**config.mk**
```make
export PLATFORM = sky130hd
export DESIGN_NAME = phs_handshake
export DESIGN_NICKNAME = d
export VERILOG_FILES = /design/src/rtl/phs_pkg.sv /design/src/rtl/phs_stop_gen.sv /design/src/rtl/phs_handshake.sv
export SDC_FILE = /design/constraint.sdc
export NUM_CORES = 1
export LEC_CHECK = 0
export BUFFER_PORTS_ARGS = -buffer_cell sky130_fd_sc_hd__buf_2
export CORE_AREA = 2 2 62 47
export DETAILED_ROUTE_END_ITERATION = 8
export DIE_AREA = 0 0 64 49
export PLACE_DENSITY = 0.75
export SKIP_CTS_REPAIR_TIMING = 1
export SLEW_MARGIN = 30
export SYNTH_ARGS = -nofsm -noshare
export SYNTH_HDL_FRONTEND = slang
export SYNTH_HIERARCHICAL = 1
export SYNTH_SLANG_ARGS = --single-unit
```
**constraint.sdc**
```tcl
create_clock -name ref_clk_in -period 3 [get_ports ref_clk_in]
set_input_delay 0.15 -clock ref_clk_in [delete_from_list [all_inputs] [get_ports ref_clk_in]]
set_output_delay 0.15 -clock ref_clk_in [all_outputs]
set_load 0.05 [all_outputs]
```
**src/rtl/phs_pkg.sv**
```systemverilog
package phs_pkg;
  localparam logic [3:0] CMD_CFG_READ = 4'hA;
  localparam logic [3:0] CMD_CFG_WRITE = 4'hB;
  localparam logic [3:0] CFG_DWORD_LIMIT = 4'h1;
  localparam logic [3:0] TGT_WAIT_LIMIT = 4'h1;

  typedef enum logic [1:0] {
    PHS_ROLE_IDLE,
    PHS_ROLE_INIT,
    PHS_ROLE_TGT
  } phs_role_t;

  typedef struct packed {
    logic o;
    logic oe;
  } phs_pin_t;
endpackage : phs_pkg

```
**src/rtl/phs_stop_gen.sv**
```systemverilog
`timescale 1ns/1ps
module phs_stop_gen
  import phs_pkg::*;
#(
  parameter logic [3:0] CFG_LIMIT = CFG_DWORD_LIMIT,
  parameter logic [3:0] WAIT_LIMIT = TGT_WAIT_LIMIT
) (
  input wire logic ref_clk_in,
  input wire logic sys_rst_in,
  input wire logic clk_en_in,
  input wire logic active_in,
  input wire logic cfg_access_in,
  input wire logic phase_done_in,
  input wire logic init_wait_in,
  output logic stop_req_out
);
  logic [3:0] dword_cnt_ff;
  logic [3:0] wait_cnt_ff;
  logic stop_ff;

  always_ff @(posedge ref_clk_in or posedge sys_rst_in) begin
    if (sys_rst_in) begin
      dword_cnt_ff <= 4'h0;
    end else if (clk_en_in) begin
      if (!active_in) begin
        dword_cnt_ff <= 4'h0;
      end else if (phase_done_in && dword_cnt_ff != 4'hF) begin
        dword_cnt_ff <= dword_cnt_ff + 4'h1;
      end
    end
  end

  always_ff @(posedge ref_clk_in or posedge sys_rst_in) begin
    if (sys_rst_in) begin
      wait_cnt_ff <= 4'h0;
    end else if (clk_en_in) begin
      if (!active_in) begin
        wait_cnt_ff <= 4'h0;
      end else if (init_wait_in && wait_cnt_ff != 4'hF) begin
        wait_cnt_ff <= wait_cnt_ff + 4'h1;
      end
    end
  end

  // Stop only on config disconnect or initiator waits
  always_ff @(posedge ref_clk_in or posedge sys_rst_in) begin
    if (sys_rst_in) begin
      stop_ff <= 1'b0;
    end else if (clk_en_in) begin
      if (!active_in) begin
        stop_ff <= 1'b0;
      end else if ((cfg_access_in && (dword_cnt_ff + (phase_done_in ? 4'h1 : 4'h0)) >= CFG_LIMIT)
                   || (wait_cnt_ff + (init_wait_in ? 4'h1 : 4'h0)) >= WAIT_LIMIT) begin
        stop_ff <= 1'b1;
      end
    end
  end

  assign stop_req_out = stop_ff;
endmodule : phs_stop_gen

```
**src/rtl/phs_handshake.sv**
```systemverilog
`timescale 1ns/1ps
// Functional notes
// - Drive IRDY as initiator, input as target
// - IRDY high means initiator wait state
// - Phase completes when IRDY and TRDY low
// - Initiator continues until stop driven low, or frame high after a done phase
// - Sampled stop ends transaction next cycle
// - Target stops: config single dword, waits
// - Drive stop as target, else tristate
// - IDSEL config command claims device next cycle
// - All pins sampled/updated on rising edge
module phs_handshake
  import phs_pkg::*;
(
  input wire logic ref_clk_in,
  input wire logic sys_rst_in,
  input wire logic clk_en_in,
  input wire logic init_start_in,
  input wire logic init_ready_in,
  input wire logic frame_n_in,
  input wire logic addr_phase_in,
  input wire logic [3:0] command_byte_enable_n_in,
  input wire logic init_dev_select_in,
  input wire logic initiator_ready_n_in,
  input wire logic target_ready_n_in,
  input wire logic stop_request_n_in,
  output logic initiator_ready_n_out,
  output logic initiator_ready_n_oe_out,
  output logic stop_request_n_out,
  output logic stop_request_n_oe_out,
  output logic device_select_n_out,
  output logic cfg_access_out,
  output logic phase_done_out,
  output logic init_terminated_out,
  output logic [1:0] role_out
);
  phs_role_t role_ff;
  phs_role_t nxt_role;
  phs_pin_t irdy_pin;
  phs_pin_t stop_pin;
  logic irdy_n_ff;
  logic idsel_ff;
  logic [3:0] cbe_ff;
  logic addr_ff;
  logic devsel_n_ff;
  logic phase_done_ff;
  logic term_ff;
  logic stop_seen_ff;
  logic cfg_hit;
  logic tgt_active;
  logic tgt_stop;
  logic tgt_done;
  logic [3:0] cmd_code;
  logic cmd_is_cfg;
  logic tgt_wait;
  logic nxt_devsel_n;
  logic nxt_irdy_n;
  logic nxt_stop_seen;
  logic nxt_term;
  logic nxt_phase_done;

  // Pins registered on the rising edge
  always_ff @(posedge ref_clk_in or posedge sys_rst_in) begin
    if (sys_rst_in) begin
      idsel_ff <= 1'b0;
    end else if (clk_en_in) begin
      idsel_ff <= init_dev_select_in;
    end
  end

  always_ff @(posedge ref_clk_in or posedge sys_rst_in) begin
    if (sys_rst_in) begin
      cbe_ff <= 4'hF;
    end else if (clk_en_in) begin
      cbe_ff <= command_byte_enable_n_in;
    end
  end

  always_ff @(posedge ref_clk_in or posedge sys_rst_in) begin
    if (sys_rst_in) begin
      addr_ff <= 1'b0;
    end else if (clk_en_in) begin
      addr_ff <= addr_phase_in;
    end
  end

  // Command decode, pins are active low
  assign cmd_code = ~cbe_ff;

  always_comb begin
    case (cmd_code)
      CMD_CFG_READ: cmd_is_cfg = 1'b1;
      CMD_CFG_WRITE: cmd_is_cfg = 1'b1;
      default: cmd_is_cfg = 1'b0;
    endcase
  end

  assign cfg_hit = addr_ff && idsel_ff && cmd_is_cfg;

  // Role next state
  always_comb begin
    nxt_role = role_ff;
    unique case (role_ff)
      PHS_ROLE_IDLE: begin
        if (init_start_in) begin
          nxt_role = PHS_ROLE_INIT;
        end else if (cfg_hit) begin
          nxt_role = PHS_ROLE_TGT;
        end
      end
      PHS_ROLE_INIT: begin
        if (stop_seen_ff || (frame_n_in && phase_done_ff)) begin
          nxt_role = PHS_ROLE_IDLE;
        end
      end
      PHS_ROLE_TGT: begin
        if (frame_n_in && initiator_ready_n_in) begin
          nxt_role = PHS_ROLE_IDLE;
        end
      end
      default: nxt_role = PHS_ROLE_IDLE;
    endcase
  end

  // Role tracking
  always_ff @(posedge ref_clk_in or posedge sys_rst_in) begin
    if (sys_rst_in) begin
      role_ff <= PHS_ROLE_IDLE;
    end else if (clk_en_in) begin
      role_ff <= nxt_role;
    end
  end

  // Config claim: device select one clock after address phase
  assign nxt_devsel_n = !(cfg_hit && role_ff == PHS_ROLE_IDLE);

  always_ff @(posedge ref_clk_in or posedge sys_rst_in) begin
    if (sys_rst_in) begin
      devsel_n_ff <= 1'b1;
    end else if (clk_en_in) begin
      devsel_n_ff <= nxt_devsel_n;
    end
  end

  // Initiator ready drive
  assign nxt_irdy_n = !(role_ff == PHS_ROLE_INIT && init_ready_in && !stop_seen_ff);

  always_ff @(posedge ref_clk_in or posedge sys_rst_in) begin
    if (sys_rst_in) begin
      irdy_n_ff <= 1'b1;
    end else if (clk_en_in) begin
      irdy_n_ff <= nxt_irdy_n;
    end
  end

  // Stop sampled as initiator, terminate next cycle
  assign nxt_stop_seen = role_ff == PHS_ROLE_INIT && !stop_request_n_in && !stop_seen_ff;
  assign nxt_term = stop_seen_ff;

  always_ff @(posedge ref_clk_in or posedge sys_rst_in) begin
    if (sys_rst_in) begin
      stop_seen_ff <= 1'b0;
    end else if (clk_en_in) begin
      stop_seen_ff <= nxt_stop_seen;
    end
  end

  always_ff @(posedge ref_clk_in or posedge sys_rst_in) begin
    if (sys_rst_in) begin
      term_ff <= 1'b0;
    end else if (clk_en_in) begin
      term_ff <= nxt_term;
    end
  end

  // Data phase completion
  assign nxt_phase_done = role_ff != PHS_ROLE_IDLE && !initiator_ready_n_in && !target_ready_n_in;

  always_ff @(posedge ref_clk_in or posedge sys_rst_in) begin
    if (sys_rst_in) begin
      phase_done_ff <= 1'b0;
    end else if (clk_en_in) begin
      phase_done_ff <= nxt_phase_done;
    end
  end

  // Target side completion and initiator waits
  assign tgt_active = role_ff == PHS_ROLE_TGT;
  assign tgt_done = tgt_active && !initiator_ready_n_in && !target_ready_n_in;
  assign tgt_wait = tgt_active && initiator_ready_n_in && !frame_n_in;

  phs_stop_gen u_stop (
    .ref_clk_in(ref_clk_in),
    .sys_rst_in(sys_rst_in),
    .clk_en_in(clk_en_in),
    .active_in(tgt_active),
    .cfg_access_in(tgt_active),
    .phase_done_in(tgt_done),
    .init_wait_in(tgt_wait),
    .stop_req_out(tgt_stop)
  );

  // Pin drivers
  always_comb begin
    irdy_pin.o = irdy_n_ff;
    irdy_pin.oe = role_ff == PHS_ROLE_INIT;
  end

  always_comb begin
    stop_pin.o = !tgt_stop;
    stop_pin.oe = tgt_active;
  end

  assign initiator_ready_n_out = irdy_pin.o;
  assign initiator_ready_n_oe_out = irdy_pin.oe;
  assign stop_request_n_out = stop_pin.o;
  assign stop_request_n_oe_out = stop_pin.oe;
  assign device_select_n_out = devsel_n_ff;
  assign cfg_access_out = tgt_active;
  assign phase_done_out = phase_done_ff;
  assign init_terminated_out = term_ff;
  assign role_out = role_ff;
endmodule : phs_handshake

```
# Word level (Yosys, flattened, before mapping)
# Cells that the tools add are included.
dict set report totals {
  elab_cells 80
  inputBits 15
  ff_bits 22
}
dict set report op_classes {
  reduce_logical 35
  bitwise_logic 1
  add_sub_neg 4
  eq_ne 12
  n_mux 14
  n_lt_le_gt_ge 2
}
# cell count
set ops {}
lappend ops {{1-bit logical AND} 18}
lappend ops {{4-bit 2-to-1 mux} 4}
lappend ops {{2-bit by 1-bit != test with 1-bit output, second input constant} 5}
lappend ops {{4-bit by 1-bit adder with 4-bit output, second input constant} 2}
lappend ops {{4-bit adder} 2}
lappend ops {{4-bit == test, second input constant} 2}
lappend ops {{4-bit by 1-bit >= comparator with 1-bit output, second input constant} 2}
lappend ops {{1-bit zero test} 8}
lappend ops {{2-bit 2-to-1 mux} 4}
lappend ops {{4-bit != test, second input constant} 2}
lappend ops {{2-bit case mux with 3 select lines} 1}
lappend ops {{2-bit AND reduction} 3}
lappend ops {{1-bit 2-to-1 mux} 5}
lappend ops {{4-bit inverter} 1}
lappend ops {{4-bit AND reduction} 1}
lappend ops {{3-bit != test, second input constant} 1}
lappend ops {{2-bit by 1-bit == test with 1-bit output, second input constant} 1}
lappend ops {{2-bit == test, second input constant} 1}
lappend ops {{2-bit zero test} 1}
lappend ops {{1-bit logical OR} 2}
lappend ops {{2-bit nonzero test} 1}
lappend ops {{2-bit OR reduction} 1}

# Longest topological paths before layout
# Gate-level depths: netlist (run 1).
dict set report depth {
  word_depth 10
  depth_mapped 8
  mapped_depth_nobuf 8
}

# Hierarchy
# Netlist (run 1), hierarchy kept.
# module area_per_inst_um2 instances cells_each
set modules_own_cells {}
lappend modules_own_cells {phs_stop_gen 629.4 1 68}
lappend modules_own_cells {phs_handshake 573.0 1 47}

# Worst setup path after synthesis (run 1)
# OpenSTA, ideal clock, no wires.
dict set report synth_timing {
  path_kind {flip-flop to flip-flop}
  startpoint {reg role_ff[1] (netlist: role_out[1])}
  endpoint {reg u_stop.stop_ff (netlist: u_stop/stop_req_out)}
  period_less_slack_ns 2.728
  t_arrival_ns 2.589
  stages_incl_launch_ff 8
  setup_time_ns 0.138
  slack_ns 0.272
  path_buffers 0
  cell_sequence {dfrtp_1 -> nor2b_4 -> nor3b_1 -> ha_1 -> ha_1 -> o41a_1 -> o41ai_1 -> a31oi_1}
}
dict set report synth_between {
  elab_chain_cells 10
  word_cells_on_any_way 16
}
# element line
set synth_lines {}
lappend synth_lines {{start: declaration} phs_handshake.sv:37} ;# phs_role_t role_ff;
lappend synth_lines {{start signal: assignment} phs_handshake.sv:130} ;# role_ff <= nxt_role;
lappend synth_lines {{2-bit == test} phs_handshake.sv:188} ;# assign tgt_active = role_ff == PHS_ROLE_TGT;
lappend synth_lines {{named net cfg_access_out} phs_handshake.sv:32} ;# output logic cfg_access_out,
lappend synth_lines {{1-bit logical AND (2 in a row)} phs_handshake.sv:189} ;# assign tgt_done = tgt_active && !initiator_ready_n_in && !target_ready_n_in;
lappend synth_lines {{named net tgt_done} phs_handshake.sv:52} ;# logic tgt_done;
lappend synth_lines {{1-bit 2-to-1 mux} phs_stop_gen.sv:52} ;# end else if ((cfg_access_in && (dword_cnt_ff + (phase_done_in ? 4'h1 : 4'h0)) >= CFG_LIMIT)
lappend synth_lines {{4-bit adder} phs_stop_gen.sv:52}
lappend synth_lines {{4-bit by 1-bit >= comparator with 1-bit output} phs_stop_gen.sv:52}
lappend synth_lines {{1-bit logical AND} phs_stop_gen.sv:52}
lappend synth_lines {{1-bit logical OR} phs_stop_gen.sv:53} ;# || (wait_cnt_ff + (init_wait_in ? 4'h1 : 4'h0)) >= WAIT_LIMIT) begin
lappend synth_lines {{2-bit by 1-bit != test with 1-bit output (no source line)} n/a}
lappend synth_lines {{2-bit AND reduction (no source line)} n/a}
lappend synth_lines {{end signal: assignment} phs_stop_gen.sv:48} ;# stop_ff <= 1'b0;
lappend synth_lines {{end signal: assignment} phs_stop_gen.sv:51} ;# stop_ff <= 1'b0;
lappend synth_lines {{end signal: assignment} phs_stop_gen.sv:54} ;# stop_ff <= 1'b1;
lappend synth_lines {{end: declaration} phs_stop_gen.sv:19} ;# logic stop_ff;
# The timed path passes the listed nets, and every way through them passes these cells.
# A chain may end at the register's enable or synchronous reset.

# Worst setup path in the final report (run 1)
dict set report layout_timing {
  startpoint {reg role_ff[1] (netlist: role_out[1])}
  endpoint {reg u_stop.stop_ff (netlist: u_stop/stop_req_out)}
}
dict set report layout_between {
  elab_chain_cells 10
  word_cells_on_any_way 16
}
# element line
set layout_lines {}
lappend layout_lines {{2-bit == test} phs_handshake.sv:188}
lappend layout_lines {{1-bit logical AND (2 in a row)} phs_handshake.sv:189}
lappend layout_lines {{named net tgt_done} phs_handshake.sv:52}
lappend layout_lines {{1-bit 2-to-1 mux} phs_stop_gen.sv:52}
lappend layout_lines {{4-bit adder} phs_stop_gen.sv:52}
lappend layout_lines {{4-bit by 1-bit >= comparator with 1-bit output} phs_stop_gen.sv:52}
lappend layout_lines {{1-bit logical AND} phs_stop_gen.sv:52}
lappend layout_lines {{1-bit logical OR} phs_stop_gen.sv:53}
lappend layout_lines {{2-bit by 1-bit != test with 1-bit output (no source line)} n/a}
lappend layout_lines {{2-bit AND reduction (no source line)} n/a}
# The timed path passes the listed nets, and every way through them passes these cells.

==> results of run 1 <==
sequential cells by signal, indices dropped and copies added (netlist names):
signal / cells
u_stop/wait_cnt_ff: 4
nxt_term: 1
idsel_ff: 1
u_stop/stop_req_out: 1
initiator_ready_n_out: 1
phase_done_out: 1
role_out: 2
u_stop/dword_cnt_ff: 4
device_select_n_out: 1
cbe_ff: 3
init_terminated_out: 1
addr_ff: 1
Yosys cell counts (3+ instances only):
library cell / n / area (sq um)
mux2_2: 6 / 67.56
xnor2_1: 4 / 35.03
inv_1: 8 / 30.03
dfrtp_1: 16 / 400.4
ha_1: 6 / 75.07
nand3_1: 4 / 20.02
nor2_1: 11 / 41.29
mux2i_1: 3 / 30.03
nand2_1: 11 / 41.29
a31oi_1: 3 / 18.77
o22ai_1: 6 / 37.54
dfstp_2: 5 / 131.4
worst max-delay path: stages, from the launching register on:
cell and delay [ns]:
dfrtp_1 0.48, nor2b_4 0.31, nor3b_1 0.38, ha_1 0.23
ha_1 0.24, o41a_1 0.42, o41ai_1 0.07, a31oi_1 0.12
worst paths after layout:
path                                       startpoint                    end
min in group asynchronous                  sys_rst_in  u_stop/wait_cnt_ff[2]
max in group asynchronous                  sys_rst_in              cbe_ff[3]
worst max register to register            role_out[1]    u_stop/stop_req_out
worst min register to register  initiator_ready_n_out  initiator_ready_n_out
worst min-delay path                target_ready_n_in         phase_done_out
worst max-delay path                      role_out[1]    u_stop/stop_req_out
power breakdown:
part,leakage (nW),internal [W],switching [W]
combinational,0.337,0.0000659,0.000140
clock,0.0139,0.0000506,0.0000874
sequential,0.269,0.000315,0.0000243
final cells by class:
type / instances / area, sq um / area share
repair buffers: 25 / 135.1 / 0.09652
flip-flops and latches: 21 / 531.8 / 0.3798
well taps: 36 / 45.04 / 0.03217
inverters: 9 / 33.78 / 0.02413
clock inverters: 1 / 7.507 / 0.005362
multi-input cells: 83 / 624.3 / 0.4459
clock buffers: 3 / 22.52 / 0.01609
through the flow:
step           hold WS, ns  total power (W)  instance area (sq um)
5_1_grt            0.03577        0.0007201                   1400
3_3_place_gp        0.1434        0.0005458                   1350
6_report           0.04537        0.0006836                   1400
4_1_cts            -0.1985        0.0006890                   1380
2_1_floorplan     -0.02208        0.0005007                   1202
3_5_place_dp        0.1433        0.0005508                   1350
per-layer routing:
layer / vias up / share of wire
met5: - / 0
met4: 0 / 0.0097
met3: 2 / 0.051
met2: 24 / 0.45
met1: 404 / 0.49
li1: 464 / -
cell families after synthesis:
family | after synthesis | synth area share
AOI/OAI and AO/OA | 17 | 0.1030
muxes | 10 | 0.09053
adders and majority gates | 6 | 0.06243
buffers and inverters | 11 | 0.03850
xor gates and xnor gates | 4 | 0.02913
and+or+nand+nor | 46 | 0.2341
DFF | 21 | 0.4422
==> flow_summary.json, run 1 <==
{
  "period_minus_slack_ns": 2.377,
  "insertion_delay_ns": 0.30,
  "final_common_cell": "buf_2",
  "crit_required_ns": 3.18,
  "ios": 25,
  "grt_first_pass_wirelength_um": 3677,
  "grt_busiest_layer": "met1",
  "maxSlewViolCount": 0,
  "fp.dieW_um": 64,
  "start_util": 0.4656,
  "use_met1": 0.2229,
  "core-area_sq_um": 2582,
  "drc": 0,
  "synth_cell_types": 37,
  "start_kind": "flop",
  "grtUsageMet3": 0.02309,
  "wl_um": 2160,
  "syn_area_sq_um": 1202,
  "setup-violations-final": 0,
  "cts-buffers-inserted": 3,
  "p_leak_nw": 0.6196,
  "grt_pass1_vias": 833,
  "finalWorstSetupSlack_ns": 0.6227,
  "yosys_warnings": 6,
  "hold_class": "input port to flop",
  "drt_iter0_markers": 21,
  "cts_tree": "done",
  "root_buffer": "clkbuf_4",
  "grtUsageMet2": 0.2153,
  "ant_nets": 0,
  "period_share": 0.7924,
  "maxClockFrequency_ghz": 0.4206,
  "clkTransAtPathRegs_ns": 0.13,
  "status": "complete, no violations",
  "relSlewSlack": 0.7043,
  "area_delta_synth_final_pct": 16.44,
  "r2r_cells": 7,
  "port_buffers": 23,
  "antenna_found_initial": 0,
  "rows": 16,
  "grt_remaining_overflow": 0,
  "hold_depth": 2,
  "worst_pin_slew_ns": 0.4431,
  "final_core_util": 0.5422,
  "die_height_um": 49,
  "nFillCells": 231,
  "dieArea_sq_um": 3136,
  "syn_avg_cell_area_sq_um": 10.46,
  "cap_violations": 0,
  "drive_above_1_share": 0.3662,
  "num_antenna_cells": 0,
  "cp_max_fo": 10,
  "cts_max_path_buffers": 2,
  "cts.sinks": 21,
  "tns_ns": 0,
  "skew_ns": 0.006639,
  "grt_max_degree": 20,
  "syn_nets": 136,
  "finalHoldViolations": 0,
  "mostFrequentLayoutCells": "buf_2, dfrtp_1, nor2_1, nand2_1, inv_1",
  "ys_seq_area_frac": 0.4422,
  "cp.arrival_ns": 2.55,
  "stdcell_count": 178,
  "hpwlAfterDp_um": 1639,
  "avgRoutedWirePerCell_um": 12.13,
  "num_vias": 894,
  "synth-main-ff-cell": "dfrtp_1",
  "drt-pass1-iter-count": 4,
  "gp_congestion": 0.7520,
  "ys_seq_elements": 21,
  "vias_per_cell": 5.022,
  "ir_worst_vdd_mv": 0.5309,
  "rsz0062_at_grt": "no",
  "pre_cts_slack_ns": 0.6336,
  "syn_inst": 115,
  "track_usage": 0.1470,
  "reg2reg_slack_ns": 0.62,
  "fin_nets": 164,
  "place_inst": 172,
  "worstSetupPathType": "flop to flop",
  "ys_async_sr_fraction": 1.000,
  "end_kind": "flop",
  "htree_levels": 1,
  "power_density_nw_per_um2": 488.2,
  "synth_edf_count": 0
}
No activity file was read; power rests on OpenSTA's default activity.
==> inputs of run 2 (changes only) <==
- clock period: 3 -> 2.3 ns (I/O delays scaled with it)
==> run 2 against run 1 <==
  * Design area rose by 2.9%
  * Sequential share of layout area fell by 0.88 points
  * First-iteration DRC count decreased by 29%
  * Critical path type unchanged
  * Largest power group unchanged
==> flow_summary.json, run 2 (same netlist as run 1, synthesis figures left out) <==
{
  "power_density_nw_per_um2": 623.9,
  "reg_top3": "u_stop/dword_cnt_ff (4), u_stop/wait_cnt_ff (4), cbe_ff (3)",
  "cts.sinks": 21,
  "gp_congestion": 0.7382,
  "place_area_sq_um": 1379,
  "rows": 16,
  "drt_iter0_markers": 15,
  "maxClockFrequency_ghz": 0.4779,
  "reg2reg_slack_ns": 0.21,
  "vias_per_cell": 5.223,
  "seqCellArea_sq_um": 534.3,
  "drive_above_1_share": 0.4056,
  "nFillCells": 223,
  "final_common_cell": "buf_2",
  "start_kind": "flop",
  "insertion_delay_ns": 0.31,
  "r2r-end": "u_stop/stop_req_out",
  "status": "complete, no violations",
  "worst_pin_slew_ns": 0.4492,
  "fin_nets": 165,
  "ir_worst_vdd_mv": 0.6403,
  "drt-pass1-iter-count": 4,
  "cts_tree": "done",
  "cp_max_fo": 6,
  "area_delta_synth_final_pct": 19.77,
  "fp.dieW_um": 64,
  "avgRoutedWirePerCell_um": 13.46,
  "grt_max_degree": 20,
  "skew_ns": 0.006301,
  "ant_nets": 0,
  "root_buffer": "clkbuf_4",
  "grt_remaining_overflow": 0,
  "hold_class": "input port to flop",
  "cap_violations": 0,
  "tns_ns": 0,
  "setup-violations-final": 0,
  "grt_first_pass_wirelength_um": 4202,
  "cts-buffers-inserted": 3,
  "drc": 0,
  "whs_endpoint": "addr_ff",
  "clkTransAtPathRegs_ns": 0.12,
  "period_share": 0.9097,
  "end_kind": "flop",
  "num_vias": 935,
  "core-area_sq_um": 2582,
  "finalHoldViolations": 0,
  "start_util": 0.4656,
  "r2r_cells": 7,
  "die_height_um": 49,
  "wl_um": 2410,
  "hold_depth": 2,
  "worstSetupPathType": "flop to flop",
  "crit_required_ns": 2.50,
  "cp.arrival_ns": 2.29,
  "final_core_util": 0.5577,
  "multiInputGateArea_sq_um": 658.1,
  "period_minus_slack_ns": 2.092,
  "r2r-start": "role_out[1]",
  "mostFrequentLayoutCells": "buf_2, dfrtp_1, nor2_1, nand2_1, inv_1",
  "track_usage": 0.1767,
  "rsz0062_at_grt": "no",
  "antenna_found_initial": 0,
  "cts_max_path_buffers": 2,
  "relSlewSlack": 0.7002,
  "grt_pass1_vias": 927,
  "num_antenna_cells": 0,
  "hpwlAfterDp_um": 1887,
  "final_area_sq_um": 1440,
  "ios": 25,
  "min_from": "addr_phase_in",
  "port_buffers": 23,
  "maxSlewViolCount": 0,
  "power_w": 0.0008985,
  "p_leak_nw": 0.6326,
  "htree_levels": 1,
  "dieArea_sq_um": 3136
}
==> run 2: cell count changes in the layout (fill, tap and decap cells not counted), sizes merged <==
cell | previous run | this run
buf | 23 | 24
clkbuf | 3 | 4
clkinvlp | 1 | 0
==> run 2: cell type report <==
cell class / instances / share of cell area
Timing Repair Buffer: 26 / 0.09904
Tap cell: 36 / 0.03128
Clock buffer: 4 / 0.01825
Inverter: 9 / 0.02346
Multi-Input combinational cell: 83 / 0.4570
Sequential cell: 21 / 0.3710
==> run 2: worst max-delay path by stage <==
stage          slack [ns]        start  cells past startpoint                  end
3_3_place_gp         0.19  role_out[1]                      7  u_stop/stop_req_out
4_1_cts              0.09  role_out[1]                      7  u_stop/stop_req_out
5_1_grt              0.08  role_out[1]                      7  u_stop/stop_req_out
3_5_place_dp         0.10  role_out[1]                      7  u_stop/stop_req_out
6_report             0.21  role_out[1]                      7  u_stop/stop_req_out
2_1_floorplan       -0.15  role_out[1]                      7  u_stop/stop_req_out
==> run 2: layer usage <==
metal | track usage | vias to the layer above | part of all wire
met1 | 0.2359 | 452 | 0.50
met3 | 0.04157 | 4 | 0.032
li1 | - | 462 | -
met2 | 0.2743 | 17 | 0.45
met4 | 0.07609 | 0 | 0.018
met5 | 0 | - | 0
==> run 2: critical path: stages (launching register included) <==
cell	delay, ns
dfrtp_2	0.44
nor2b_4	0.23
nor3b_4	0.25
ha_2	0.24
ha_4	0.20
o41a_1	0.42
o41ai_2	0.07
a31oi_1	0.12
==> run 2: where the power goes <==
| part | total (W) | internal (W) | switching (W) |
|---|---|---|---|
| clock | 0.000180 | 0.0000678 | 0.000112 |
| sequential | 0.000447 | 0.000413 | 0.0000340 |
| combinational | 0.000272 | 0.0000873 | 0.000184 |
| total | 0.000898 | 0.000568 | 0.000331 |
==> run 2: per-stage QoR <==
stage	hold WS, ns	setup slack [ns]	cells
2_1_floorplan	-0.05708	-0.1471	115
4_1_cts	-0.2436	0.09159	176
5_1_grt	0.02033	0.08333	179
3_3_place_gp	0.1026	0.1882	172
3_5_place_dp	0.1125	0.1029	172
6_report	0.03305	0.2077	179
